`src/core/gmc_pkg.sv`:
```
// shared constants and types for the pin mode configuration bank
package gmc_pkg;
   // register indices; byte address is four times the index
   localparam logic [7:0] IDX_PIN12 = 8'h0E;
   localparam logic [7:0] IDX_PIN3 = 8'h0F;
   localparam logic [7:0] IDX_PIN56 = 8'h10;
   localparam logic [7:0] IDX_PIN78 = 8'h11;
   localparam logic [7:0] IDX_CTRL = 8'h20;
   localparam logic [7:0] IDX_STAT = 8'h21;
   localparam int ADDR_W = 12;
   localparam int DATA_W = 32;
   localparam int REG_W = 8;
   // field positions
   localparam int UPPER_VAL_BIT = 7;
   localparam int UPPER_MODE_LSB = 4;
   localparam int LOWER_VAL_BIT = 3;
   localparam int LOWER_MODE_LSB = 0;
   localparam int CTRL_PORT_SEL_BIT = 0;
   localparam int STAT_LOCK0_BIT = 0;
   localparam int STAT_LOCK1_BIT = 1;
   localparam int STAT_IN_LSB = 2;
   // writable masks: reserved bits read as zero
   localparam logic [7:0] MASK_PIN12 = 8'hFF;
   localparam logic [7:0] MASK_PIN3 = 8'h0F;
   localparam logic [7:0] MASK_REG_ONLY = 8'hBB;
   localparam logic [7:0] MASK_CTRL = 8'h01;
   localparam logic [7:0] CFG_RESET = 8'h00;
   // three-bit mode codes; top bit ignored for functional and tri-state
   localparam logic [1:0] M3_FUNC_LOW = 2'h0;
   localparam logic [1:0] M3_TRI_LOW = 2'h2;
   localparam logic [2:0] M3_GPIO_OUT = 3'h1;
   localparam logic [2:0] M3_GPIO_IN = 3'h3;
   localparam logic [2:0] M3_REMOTE_HOLD = 3'h5;
   localparam logic [2:0] M3_REMOTE_DEF = 3'h7;
   // two-bit mode codes
   localparam logic [1:0] M2_FUNC = 2'h0;
   localparam logic [1:0] M2_GPIO_OUT = 2'h1;
   localparam logic [1:0] M2_TRI = 2'h2;
   localparam logic [1:0] M2_GPIO_IN = 2'h3;
   localparam int NUM_PORTS = 2;
   localparam int NUM_REMOTE = 3;
   localparam int NUM_REG_ONLY = 4;

   typedef struct packed {
      logic out;
      logic oe;
   } gmc_pin_drv_t;

   typedef enum logic [1:0] {
      BUS_IDLE = 2'b01,
      BUS_RESP = 2'b10
   } gmc_bus_st_t;
endpackage : gmc_pkg

```
`src/core/gmc_bank.sv`:
```
// pin mode configuration bank with apb register access
// Notes on behaviour
// local value driven in local output, and in 111 on link loss
// x00 functional input, x10 tri-state
// 001 local output, 011 local input
// 101 remote value, held on link loss
// 111 remote value, local bit on loss
// two-bit modes: 00 func 10 tri 01 out 11 in
// register-only pins drive with no remote condition
// pin1/pin2 register field layout
// pin3 register: 7:4 reserved, value, mode
// pair register layout, bits 6 and 2 reserved
// port select redirects pin1..3 registers
// all configuration registers reset to zero
// own link lock governs remote fallback
`timescale 1ns/1ps
module gmc_bank (
   input wire logic clk,
   input wire logic srst,
   input wire logic psel,
   input wire logic penable,
   input wire logic pwrite,
   input wire logic [gmc_pkg::ADDR_W-1:0] paddr,
   input wire logic [gmc_pkg::DATA_W-1:0] pwdata,
   output logic [gmc_pkg::DATA_W-1:0] prdata,
   output logic pready,
   output logic pslverr,
   input wire logic [gmc_pkg::NUM_PORTS-1:0] link_lock,
   input wire logic [gmc_pkg::NUM_REMOTE-1:0] gp_pin_remote,
   input wire logic [gmc_pkg::NUM_REMOTE-1:0] second_port_remote,
   input wire logic [gmc_pkg::NUM_REMOTE-1:0] gp_pin_in,
   output logic [gmc_pkg::NUM_REMOTE-1:0] gp_pin_out,
   output logic [gmc_pkg::NUM_REMOTE-1:0] gp_pin_oe,
   input wire logic [gmc_pkg::NUM_REMOTE-1:0] second_port_in,
   output logic [gmc_pkg::NUM_REMOTE-1:0] second_port_out,
   output logic [gmc_pkg::NUM_REMOTE-1:0] second_port_oe,
   input wire logic [gmc_pkg::NUM_REG_ONLY-1:0] reg_only_in,
   output logic [gmc_pkg::NUM_REG_ONLY-1:0] reg_only_out,
   output logic [gmc_pkg::NUM_REG_ONLY-1:0] reg_only_oe
);
   typedef struct packed {
      gmc_pkg::gmc_bus_st_t st;
      logic [gmc_pkg::NUM_PORTS-1:0][gmc_pkg::REG_W-1:0] pin12;
      logic [gmc_pkg::NUM_PORTS-1:0][gmc_pkg::REG_W-1:0] pin3;
      logic [gmc_pkg::REG_W-1:0] pin56;
      logic [gmc_pkg::REG_W-1:0] pin78;
      logic [gmc_pkg::REG_W-1:0] ctrl;
      logic [gmc_pkg::DATA_W-1:0] rdata;
      logic ready;
      logic err;
   } gmc_bank_st_t;

   gmc_bank_st_t st_q;
   gmc_bank_st_t st_d;

   // register index of a byte address, or all ones when misaligned
   function automatic logic [7:0] reg_index(input logic [gmc_pkg::ADDR_W-1:0] a);
      if (a[1:0] != 2'h0) begin
         return 8'hFF;
      end
      return a[9:2];
   endfunction : reg_index

   function automatic logic idx_mapped(input logic [7:0] i);
      return (i == gmc_pkg::IDX_PIN12) || (i == gmc_pkg::IDX_PIN3) ||
             (i == gmc_pkg::IDX_PIN56) || (i == gmc_pkg::IDX_PIN78) ||
             (i == gmc_pkg::IDX_CTRL) || (i == gmc_pkg::IDX_STAT);
   endfunction : idx_mapped

   // mode and value of remote pin k (0..2) from its port's registers
   function automatic logic [3:0] remote_field(input logic [7:0] r12, input logic [7:0] r3,
                                               input int k);
      case (k)
         0: return {r12[gmc_pkg::LOWER_VAL_BIT], r12[gmc_pkg::LOWER_MODE_LSB +: 3]};
         1: return {r12[gmc_pkg::UPPER_VAL_BIT], r12[gmc_pkg::UPPER_MODE_LSB +: 3]};
         default: return {r3[gmc_pkg::LOWER_VAL_BIT], r3[gmc_pkg::LOWER_MODE_LSB +: 3]};
      endcase
   endfunction : remote_field

   // mode and value of register-only pin k (0..3)
   function automatic logic [2:0] reg_only_field(input logic [7:0] r56, input logic [7:0] r78,
                                                 input int k);
      logic [7:0] r;
      r = (k < 2) ? r56 : r78;
      if (k % 2 == 0) begin
         return {r[gmc_pkg::LOWER_VAL_BIT], r[gmc_pkg::LOWER_MODE_LSB +: 2]};
      end
      return {r[gmc_pkg::UPPER_VAL_BIT], r[gmc_pkg::UPPER_MODE_LSB +: 2]};
   endfunction : reg_only_field

   logic port_sel;
   logic [7:0] acc_idx;
   logic acc_go;
   logic [gmc_pkg::NUM_PORTS-1:0][gmc_pkg::NUM_REMOTE-1:0] rem_in_s;
   logic [gmc_pkg::NUM_PORTS-1:0][gmc_pkg::NUM_REMOTE-1:0] rem_remote;
   logic [gmc_pkg::NUM_PORTS-1:0][gmc_pkg::NUM_REMOTE-1:0] rem_pin_in;
   gmc_pkg::gmc_pin_drv_t [gmc_pkg::NUM_PORTS-1:0][gmc_pkg::NUM_REMOTE-1:0] rem_drv;
   gmc_pkg::gmc_pin_drv_t [gmc_pkg::NUM_REG_ONLY-1:0] ro_drv;
   logic [gmc_pkg::NUM_REG_ONLY-1:0] ro_in_s;

   assign port_sel = st_q.ctrl[gmc_pkg::CTRL_PORT_SEL_BIT];
   assign acc_idx = reg_index(paddr);
   assign acc_go = psel && penable && (st_q.st == gmc_pkg::BUS_IDLE);
   assign rem_remote[0] = gp_pin_remote;
   assign rem_remote[1] = second_port_remote;
   assign rem_pin_in[0] = gp_pin_in;
   assign rem_pin_in[1] = second_port_in;

   always_comb begin
      st_d = st_q;
      st_d.ready = 1'b0;
      st_d.err = 1'b0;
      case (st_q.st)
         gmc_pkg::BUS_IDLE: begin
            if (acc_go) begin
               st_d.st = gmc_pkg::BUS_RESP;
               st_d.ready = 1'b1;
               st_d.err = !idx_mapped(acc_idx);
               st_d.rdata = '0;
               case (acc_idx)
                  gmc_pkg::IDX_PIN12: st_d.rdata[7:0] = st_q.pin12[port_sel];
                  gmc_pkg::IDX_PIN3: st_d.rdata[7:0] = st_q.pin3[port_sel];
                  gmc_pkg::IDX_PIN56: st_d.rdata[7:0] = st_q.pin56;
                  gmc_pkg::IDX_PIN78: st_d.rdata[7:0] = st_q.pin78;
                  gmc_pkg::IDX_CTRL: st_d.rdata[7:0] = st_q.ctrl;
                  gmc_pkg::IDX_STAT: begin
                     st_d.rdata[gmc_pkg::STAT_LOCK0_BIT] = link_lock[0];
                     st_d.rdata[gmc_pkg::STAT_LOCK1_BIT] = link_lock[1];
                     st_d.rdata[gmc_pkg::STAT_IN_LSB +: 3] = rem_in_s[port_sel];
                     st_d.rdata[gmc_pkg::STAT_IN_LSB + 3 +: 4] = ro_in_s;
                  end
                  default: st_d.rdata = '0;
               endcase
               if (pwrite) begin
                  st_d.rdata = '0;
                  case (acc_idx)
                     gmc_pkg::IDX_PIN12: st_d.pin12[port_sel] = pwdata[7:0] & gmc_pkg::MASK_PIN12;
                     gmc_pkg::IDX_PIN3: st_d.pin3[port_sel] = pwdata[7:0] & gmc_pkg::MASK_PIN3;
                     gmc_pkg::IDX_PIN56: st_d.pin56 = pwdata[7:0] & gmc_pkg::MASK_REG_ONLY;
                     gmc_pkg::IDX_PIN78: st_d.pin78 = pwdata[7:0] & gmc_pkg::MASK_REG_ONLY;
                     gmc_pkg::IDX_CTRL: st_d.ctrl = pwdata[7:0] & gmc_pkg::MASK_CTRL;
                     default: st_d.ctrl = st_q.ctrl;
                  endcase
               end
            end
         end
         gmc_pkg::BUS_RESP: begin
            st_d.st = gmc_pkg::BUS_IDLE;
         end
         default: begin
            st_d.st = gmc_pkg::BUS_IDLE;
         end
      endcase
   end

   always_ff @(posedge clk) begin
      if (srst) begin
         st_q <= '0;
         st_q.st <= gmc_pkg::BUS_IDLE;
         st_q.pin12 <= {gmc_pkg::NUM_PORTS{gmc_pkg::CFG_RESET}};
         st_q.pin3 <= {gmc_pkg::NUM_PORTS{gmc_pkg::CFG_RESET}};
         st_q.pin56 <= gmc_pkg::CFG_RESET;
         st_q.pin78 <= gmc_pkg::CFG_RESET;
      end else begin
         st_q <= st_d;
      end
   end

   assign prdata = st_q.rdata;
   assign pready = st_q.ready;
   assign pslverr = st_q.err;

   genvar p;
   genvar k;
   generate
      for (p = 0; p < gmc_pkg::NUM_PORTS; p++) begin : g_port
         for (k = 0; k < gmc_pkg::NUM_REMOTE; k++) begin : g_pin
            logic [3:0] fld;
            assign fld = remote_field(st_q.pin12[p], st_q.pin3[p], k);
            gmc_remote_pin u_pin (
               .clk(clk),
               .srst(srst),
               .mode(fld[2:0]),
               .out_val(fld[3]),
               .remote_val(rem_remote[p][k]),
               .link_lock(link_lock[p]),
               .pin_in(rem_pin_in[p][k]),
               .drv(rem_drv[p][k]),
               .in_sample(rem_in_s[p][k])
            );
         end
      end
      for (k = 0; k < gmc_pkg::NUM_REG_ONLY; k++) begin : g_ro
         logic [2:0] fld;
         assign fld = reg_only_field(st_q.pin56, st_q.pin78, k);
         gmc_reg_pin u_pin (
            .clk(clk),
            .srst(srst),
            .mode(fld[1:0]),
            .out_val(fld[2]),
            .pin_in(reg_only_in[k]),
            .drv(ro_drv[k]),
            .in_sample(ro_in_s[k])
         );
         assign reg_only_out[k] = ro_drv[k].out;
         assign reg_only_oe[k] = ro_drv[k].oe;
      end
      for (k = 0; k < gmc_pkg::NUM_REMOTE; k++) begin : g_out
         assign gp_pin_out[k] = rem_drv[0][k].out;
         assign gp_pin_oe[k] = rem_drv[0][k].oe;
         assign second_port_out[k] = rem_drv[1][k].out;
         assign second_port_oe[k] = rem_drv[1][k].oe;
      end
   endgenerate

   // checks on first-port pin one and register-only pin five
   logic [2:0] m1;
   logic v1;
   logic [1:0] m5;
   logic v5;
   assign m1 = st_q.pin12[0][2:0];
   assign v1 = st_q.pin12[0][3];
   assign m5 = st_q.pin56[1:0];
   assign v5 = st_q.pin56[3];
endmodule : gmc_bank

```
`src/core/gmc_reg_pin.sv`:
```
// one register-only pin with a two-bit mode field
`timescale 1ns/1ps
module gmc_reg_pin (
   input wire logic clk,
   input wire logic srst,
   input wire logic [1:0] mode,
   input wire logic out_val,
   input wire logic pin_in,
   output gmc_pkg::gmc_pin_drv_t drv,
   output logic in_sample
);
   typedef struct packed {
      gmc_pkg::gmc_pin_drv_t drv;
      logic in_s;
   } gmc_gpin_st_t;

   gmc_gpin_st_t st_q;
   gmc_gpin_st_t st_d;

   always_comb begin
      st_d = st_q;
      st_d.drv.oe = 1'b0;
      st_d.drv.out = 1'b0;
      case (mode)
         gmc_pkg::M2_GPIO_OUT: begin
            st_d.drv.oe = 1'b1;
            st_d.drv.out = out_val;
         end
         gmc_pkg::M2_GPIO_IN: begin
            st_d.in_s = pin_in;
         end
         default: begin
            st_d.drv.oe = 1'b0;
         end
      endcase
   end

   always_ff @(posedge clk) begin
      if (srst) begin
         st_q <= '0;
      end else begin
         st_q <= st_d;
      end
   end

   assign drv = st_q.drv;
   assign in_sample = st_q.in_s;
endmodule : gmc_reg_pin

```
`src/core/gmc_remote_pin.sv`:
```
// one remotely capable pin with a three-bit mode field
`timescale 1ns/1ps
module gmc_remote_pin (
   input wire logic clk,
   input wire logic srst,
   input wire logic [2:0] mode,
   input wire logic out_val,
   input wire logic remote_val,
   input wire logic link_lock,
   input wire logic pin_in,
   output gmc_pkg::gmc_pin_drv_t drv,
   output logic in_sample
);
   typedef struct packed {
      gmc_pkg::gmc_pin_drv_t drv;
      logic hold;
      logic in_s;
   } gmc_rpin_st_t;

   gmc_rpin_st_t st_q;
   gmc_rpin_st_t st_d;

   always_comb begin
      st_d = st_q;
      st_d.drv.oe = 1'b0;
      st_d.drv.out = 1'b0;
      if (link_lock) begin
         st_d.hold = remote_val;
      end
      case (mode)
         gmc_pkg::M3_GPIO_OUT: begin
            st_d.drv.oe = 1'b1;
            st_d.drv.out = out_val;
         end
         gmc_pkg::M3_GPIO_IN: begin
            st_d.in_s = pin_in;
         end
         gmc_pkg::M3_REMOTE_HOLD: begin
            st_d.drv.oe = 1'b1;
            st_d.drv.out = link_lock ? remote_val : st_q.hold;
         end
         gmc_pkg::M3_REMOTE_DEF: begin
            st_d.drv.oe = 1'b1;
            st_d.drv.out = link_lock ? remote_val : out_val;
         end
         default: begin
            st_d.drv.oe = 1'b0;
         end
      endcase
   end

   always_ff @(posedge clk) begin
      if (srst) begin
         st_q <= '0;
      end else begin
         st_q <= st_d;
      end
   end

   assign drv = st_q.drv;
   assign in_sample = st_q.in_s;
endmodule : gmc_remote_pin

```
`config.mk`:
```
export PLATFORM = sky130hd
export DESIGN_NAME = gmc_bank
export DESIGN_NICKNAME = d
export VERILOG_FILES = /design/src/core/gmc_pkg.sv /design/src/core/gmc_bank.sv /design/src/core/gmc_reg_pin.sv /design/src/core/gmc_remote_pin.sv
export SDC_FILE = /design/constraint.sdc
export NUM_CORES = 1
export LEC_CHECK = 0
export ABC_AREA = 1
export BUFFER_PORTS_ARGS = -buffer_cell sky130_fd_sc_hd__buf_2
export CAP_MARGIN = 20
export CELL_PAD_IN_SITES_DETAIL_PLACEMENT = 1
export CELL_PAD_IN_SITES_GLOBAL_PLACEMENT = 2
export CORE_MARGIN = 2
export CORE_UTILIZATION = 28
export DETAILED_ROUTE_END_ITERATION = 12
export PLACE_DENSITY_LB_ADDON = 0.25
export SLEW_MARGIN = 20
export SYNTH_ARGS = -nofsm -noshare
export SYNTH_HDL_FRONTEND = slang
export SYNTH_HIERARCHICAL = 1
export SYNTH_SLANG_ARGS = --single-unit
```
`constraint.sdc`:
```
create_clock -name clk -period 1.58 [get_ports clk]
set_input_delay 0.079 -clock clk [delete_from_list [all_inputs] [get_ports clk]]
set_output_delay 0.079 -clock clk [all_outputs]
set_load 0.01 [all_outputs]
```
**After elaboration in Yosys (flattened, before gate mapping)**

Index checks and enable logic that the tools add are counted.

- Bitwise logic cells: 6
- Eq/ne operators: 39
- Reductions and logical operators: 28
- Mux-type cells: 45
- $lt $le $gt $ge: 2

Operators with widths:

| kind | count |
|---|---|
| 8-bit 2-to-1 mux | 7 |
| 8-bit case mux with 6 select lines | 1 |
| 3-bit equality test, second input constant | 12 |
| 16-bit bitwise mux | 2 |
| 1-bit 2-to-1 mux | 24 |
| 3-bit OR reduction | 7 |
| 4-bit AND reduction | 5 |
| 3-bit by 1-bit equality test with 1-bit output, second input constant | 6 |
| 3-bit by 2-bit equality test with 1-bit output, second input constant | 6 |
| 1-bit case mux with 3 select lines | 6 |
| 8-bit by 4-bit equality test with 1-bit output, second input constant | 2 |
| 8-bit by 5-bit equality test with 1-bit output, second input constant | 2 |
| 8-bit by 6-bit equality test with 1-bit output, second input constant | 2 |
| 2-bit by 1-bit equality test with 1-bit output, second input constant | 5 |
| 2-bit OR reduction | 5 |
| 9-bit 2-to-1 mux | 1 |
| 8-bit demux with 1-bit select | 1 |
| 2-bit equality test, second input constant | 4 |
| 3-bit 2-to-1 mux | 2 |
| 1-bit NOT | 6 |
| 1-bit logical OR | 5 |
| 1-bit logical AND | 3 |
| 1-bit by 2-bit less-than comparator with 1-bit output, second input constant | 1 |
| 2-bit 2-to-1 mux | 1 |
| other kinds (4) | 4 |

- Output and inout port bits: 54
- Register bits: 117
- Input bits: 67
- Word-level logic and storage cells: 167

**Logic depth before layout (Yosys ltp)**

- Word-level depth: 11
- Gate-level depth with buffers: 10
- Gate-level depth less buffers: 9

**By module**

The synthesis kept the hierarchy.

By module, submodules not included:

| module | cells each | instances | seq. area each (µm²) | area an instance (µm²) |
|---|---|---|---|---|
| gmc_bank | 377 | 1 | 1001.0 | 2578.7 |
| gmc_remote_pin | 29 | 6 | 80.1 | 197.7 |
| gmc_reg_pin | 14 | 4 | 60.1 | 102.6 |

**Worst setup path after synthesis**

OpenSTA, ideal clock, no wires.

- Path type: register -> register
- From: register st_q[91] (netlist bit)
- To: register st_q, in the netlist g_port[1].g_pin[2].fld[0]
- Required time: 1.458 ns
- Clock period less this slack: 1.421 ns
- Path slack: 0.159 ns
- Data arrival time: 1.299 ns
- Buffers on the path: 0
- Library setup time: 0.122 ns
- Stages on the path, launching flop included: 9
- Cell sequence: dfxtp_1 inv_1 nand4_1 nor2_1 inv_1 nor2_1 nand2_1 o21ai_0 a21oi_1

- Cells in the longest elaborated chain, start to end: 3

Ends and longest elaborated chain:

| what | line | source |
|---|---|---|
| from (decl) | gmc_bank.sv:53 | `gmc_bank_st_t st_q;` |
| from (signal assigned) | gmc_bank.sv:165 | `st_q <= st_d;` |
| 2-bit by 1-bit equality test with 1-bit output (*) | gmc_bank.sv:103, gmc_bank.sv:113 |  |
| 1-bit logical AND | gmc_bank.sv:103 | `assign acc_go = psel && penable && (st_q.st == gmc_pkg::BUS_IDLE);` |
| 4-bit AND reduction (no line) (*) | - |  |

Mark *: on every way between the ends. The rest lies on a longest branch, timed or not.
A chain may end at the register's enable or synchronous reset.

**Final worst setup path**

Same ends and word-level chain as after synthesis.

==> results.md <==
* Post-Syn Area at 4180 um2
* Initial antenna violation count at 0
* WP data arrival at 1.66 ns
* Total track usage at 15.6%
* Crit. End Element: register
* First-pass GRT wire length at 19,600 um
* Placed Cells at about 850
* Drt pass-1 iters at 4
* Area growth from synthesis to layout at 20.0%
* Top cells by area, synth: dfxtp_1 (41%), nand2_1 (12%), buf_4 (8.1%)
* P per Cell Area at between 900 and 1000 nW/um2
* H-Tree Depth at 3
* Post-CTS Setup Repair Bufs at 0
* Maximum vdd drop at 0.461 mV
* Syn Inst Count at 607
* Die width at 126 um
* R2R Path Start: st_q[91]
* Final Hold Fails at 0
* Seq cells post-synth at 86
* Kind of critical path: reg2reg
* Hold Startpoint: second_port_in[2]
* Most common cell on crit path: inv_1
* Leakage dissipation at 2.17 nW
* WHS at 0.00653 ns
* FMAX at between 700 and 800 MHz
* IO buf count at 71
* Share of the synthesized area in the top cell type at roughly 40%
* Hold WC Path Type: in2reg
* Fin Setup TNS at 0 ns
* Critical-path top delay cell: dfxtp_1
* Final min period at 1.42 ns
* Crit. Startpoint: st_q[91]
* WP data required at roughly 1.8 ns
* Place WS at -0.0624 ns
* Final core occ at 34.5%
* Initial DRC count at 166
* Maximum buffer depth of the clock tree at 2
* Final worst slack at about 0.16 ns
* Slew Limit Fails at 0
* Via-to-Cell Ratio at 4.49
* Largest net degree at the start of global routing at 38
* DRC Markers at 0
* Crit share post-route at between 80% and 90%
* Global route overflow at 0
* Dominant cell type by area after synthesis: dfxtp_1
* GP Congestion at 0.812
* Dpl hpwl at 9320 um
* Die footprint at 15,900 um2
* Max Cap Viol at 0
* Unrepaired setup endpoints after global routing: true
* Worst Path Max Fanout at 8
* Die height at 126 um
* Total core area at 14,500 um2
* Most frequent cells in the layout: nand2_1 (128), dfxtp_1 (86), inv_1 (76)
* Most common cell after layout, fill and taps aside: nand2_1
* ANT cells at 0
* Rows at between 40 and 50
* Worst-path cell chain: inv_1, nand4_1, nor2_1, buf_4, inv_1, nor2_4, nand2_4, o21ai_0, a21oi_1
* DRT antenna net count at 0
* # IOs at 121
* WL final at ~12,000 um
* Vias in the first global route at 3,878
* Fin cells at 866
* Post-synthesis sequential area ratio at roughly two fifths
* Final setup fails at 0
* Fraction of layout cells with a size suffix above 1 at between 10% and 20%
* Syn_area_per_cell at 6.88 um2
* Nets at 744
* Final clock skew at ~0.0067 ns
* Clock transition at the registers of the reported paths at 0.06 ns
* TritonCTS clock tree: yes
* Cts bufs inserted at 9
* Outcome: finished clean
* Largest stage delay on the critical path at 0.30 ns
* Top delay family on crit path: simple AND/OR/NAND/NOR gates
* Sink Count at 86
* Initial Util at 28.7%
* Clk_lat worst skew at ~0.35 ns
* Syn. warnings at 6
* Clk root buf: clkbuf_16
* Synth cell types at 25
* CP Launch Type: register
* WL per Instance at ~14 um
* Vias at 3,885
* CP Buf/Inv Count at 3
## worst register-to-register path: cells and delay by family, from the launching register on
family	cells	cell delay, ns
AO/OA/AOI/OAI	2	0.21
flip-flops	1	0.30
AND/OR/NAND/NOR	4	0.50
buffers and inverters	3	0.31
## where the power goes
| part | switching [W] | total, W | internal [W] |
|---|---|---|---|
| Combinational | 0.000168 | 0.000254 | 0.0000864 |
| Sequential | 0.00000289 | 0.00218 | 0.00218 |
| Clock | 0.000867 | 0.00238 | 0.00151 |
| Total | 0.00104 | 0.00482 | 0.00378 |
## layout make-up
| class | instances | area [um2] |
|---|---|---|
| tap | 184 | 230 |
| inverter | 85 | 323 |
| sequential | 86 | 1720 |
| clock inverter | 3 | 65.1 |
| clock buffer | 13 | 270 |
| timing repair buffer | 95 | 548 |
| multi-input combinational | 400 | 1850 |
| fill | 1877 | 9520 |
## final timing paths
| path | endpoint | slack [ns] | depth (start not counted) |
|---|---|---|---|
| worst min-delay path | g_port[1].g_pin[2].u_pin/in_sample | 0.007 | 3 |
| worst max-delay path | g_port[1].g_pin[2].fld[0] | 0.16 | 9 |
| worst min register to register | prdata[2] | 0.46 | 2 |
| worst max register to register | g_port[1].g_pin[2].fld[0] | 0.16 | 9 |
## metal layers
| metal | routed length, um | global-route usage (%) |
|---|---|---|
| met5 | 0 | 0 |
| met4 | 206 | 6.01 |
| met3 | 448 | 2.51 |
| met2 | 5240 | 23.8 |
| met1 | 6060 | 22.1 |
## per-stage QoR
step	cell area [um2]	power, W
floorplan	4260	0.00239
global placement	4590	0.00247
detailed placement	4590	0.00248
CTS	4980	0.00489
global route	5010	0.00502
finish	5010	0.00482
## synth_stat cells
library cell / count
nand4_1: 11
o21ai_0: 42
buf_2: 5
o211ai_1: 6
nand3_1: 44
clkbuf_1: 8
inv_2: 8
nor3_1: 4
nor2_2: 3
clkinv_1: 1
o21ai_1: 14
dfxtp_1: 86
inv_1: 76
o21bai_1: 1
nor2_1: 63
nand2_2: 1
nand3_2: 2
nor2_4: 2
and2_2: 1
o311a_1: 1
nand2_1: 130
a21oi_2: 7
a21oi_1: 45
buf_4: 45
conb_1: 1
## state kept, by name, indices dropped and copies added (netlist names)
signal	flops
g_port.g_pin.fld	24
g_port.g_pin.u_pin/drv	12
g_ro.fld	12
prdata	9
g_ro.u_pin/drv	8
g_port.g_pin.u_pin/in_sample	6
g_port.g_pin.u_pin/st_q	6
g_ro.u_pin/in_sample	4
st_q	2
port_sel	1
pready	1
pslverr	1
## logic make-up after synthesis
logic type	count (synthesis)	synth area share (%)
other cells	1	0.0898
flops	86	41.2
buf+inv	143	17.1
compound gates	116	15.1
simple gates	261	26.6
## what timing repair did
| action | CTS | global route |
|---|---|---|
| hold endpoints to repair | 5 | 0 |
| setup endpoints to repair | 3 | 11 |
| hold buffers | 5 | 0 |
| resized for setup | 0 | 13 |
| pin swaps | 0 | 1 |
Power figures use the tool's default switching activity.
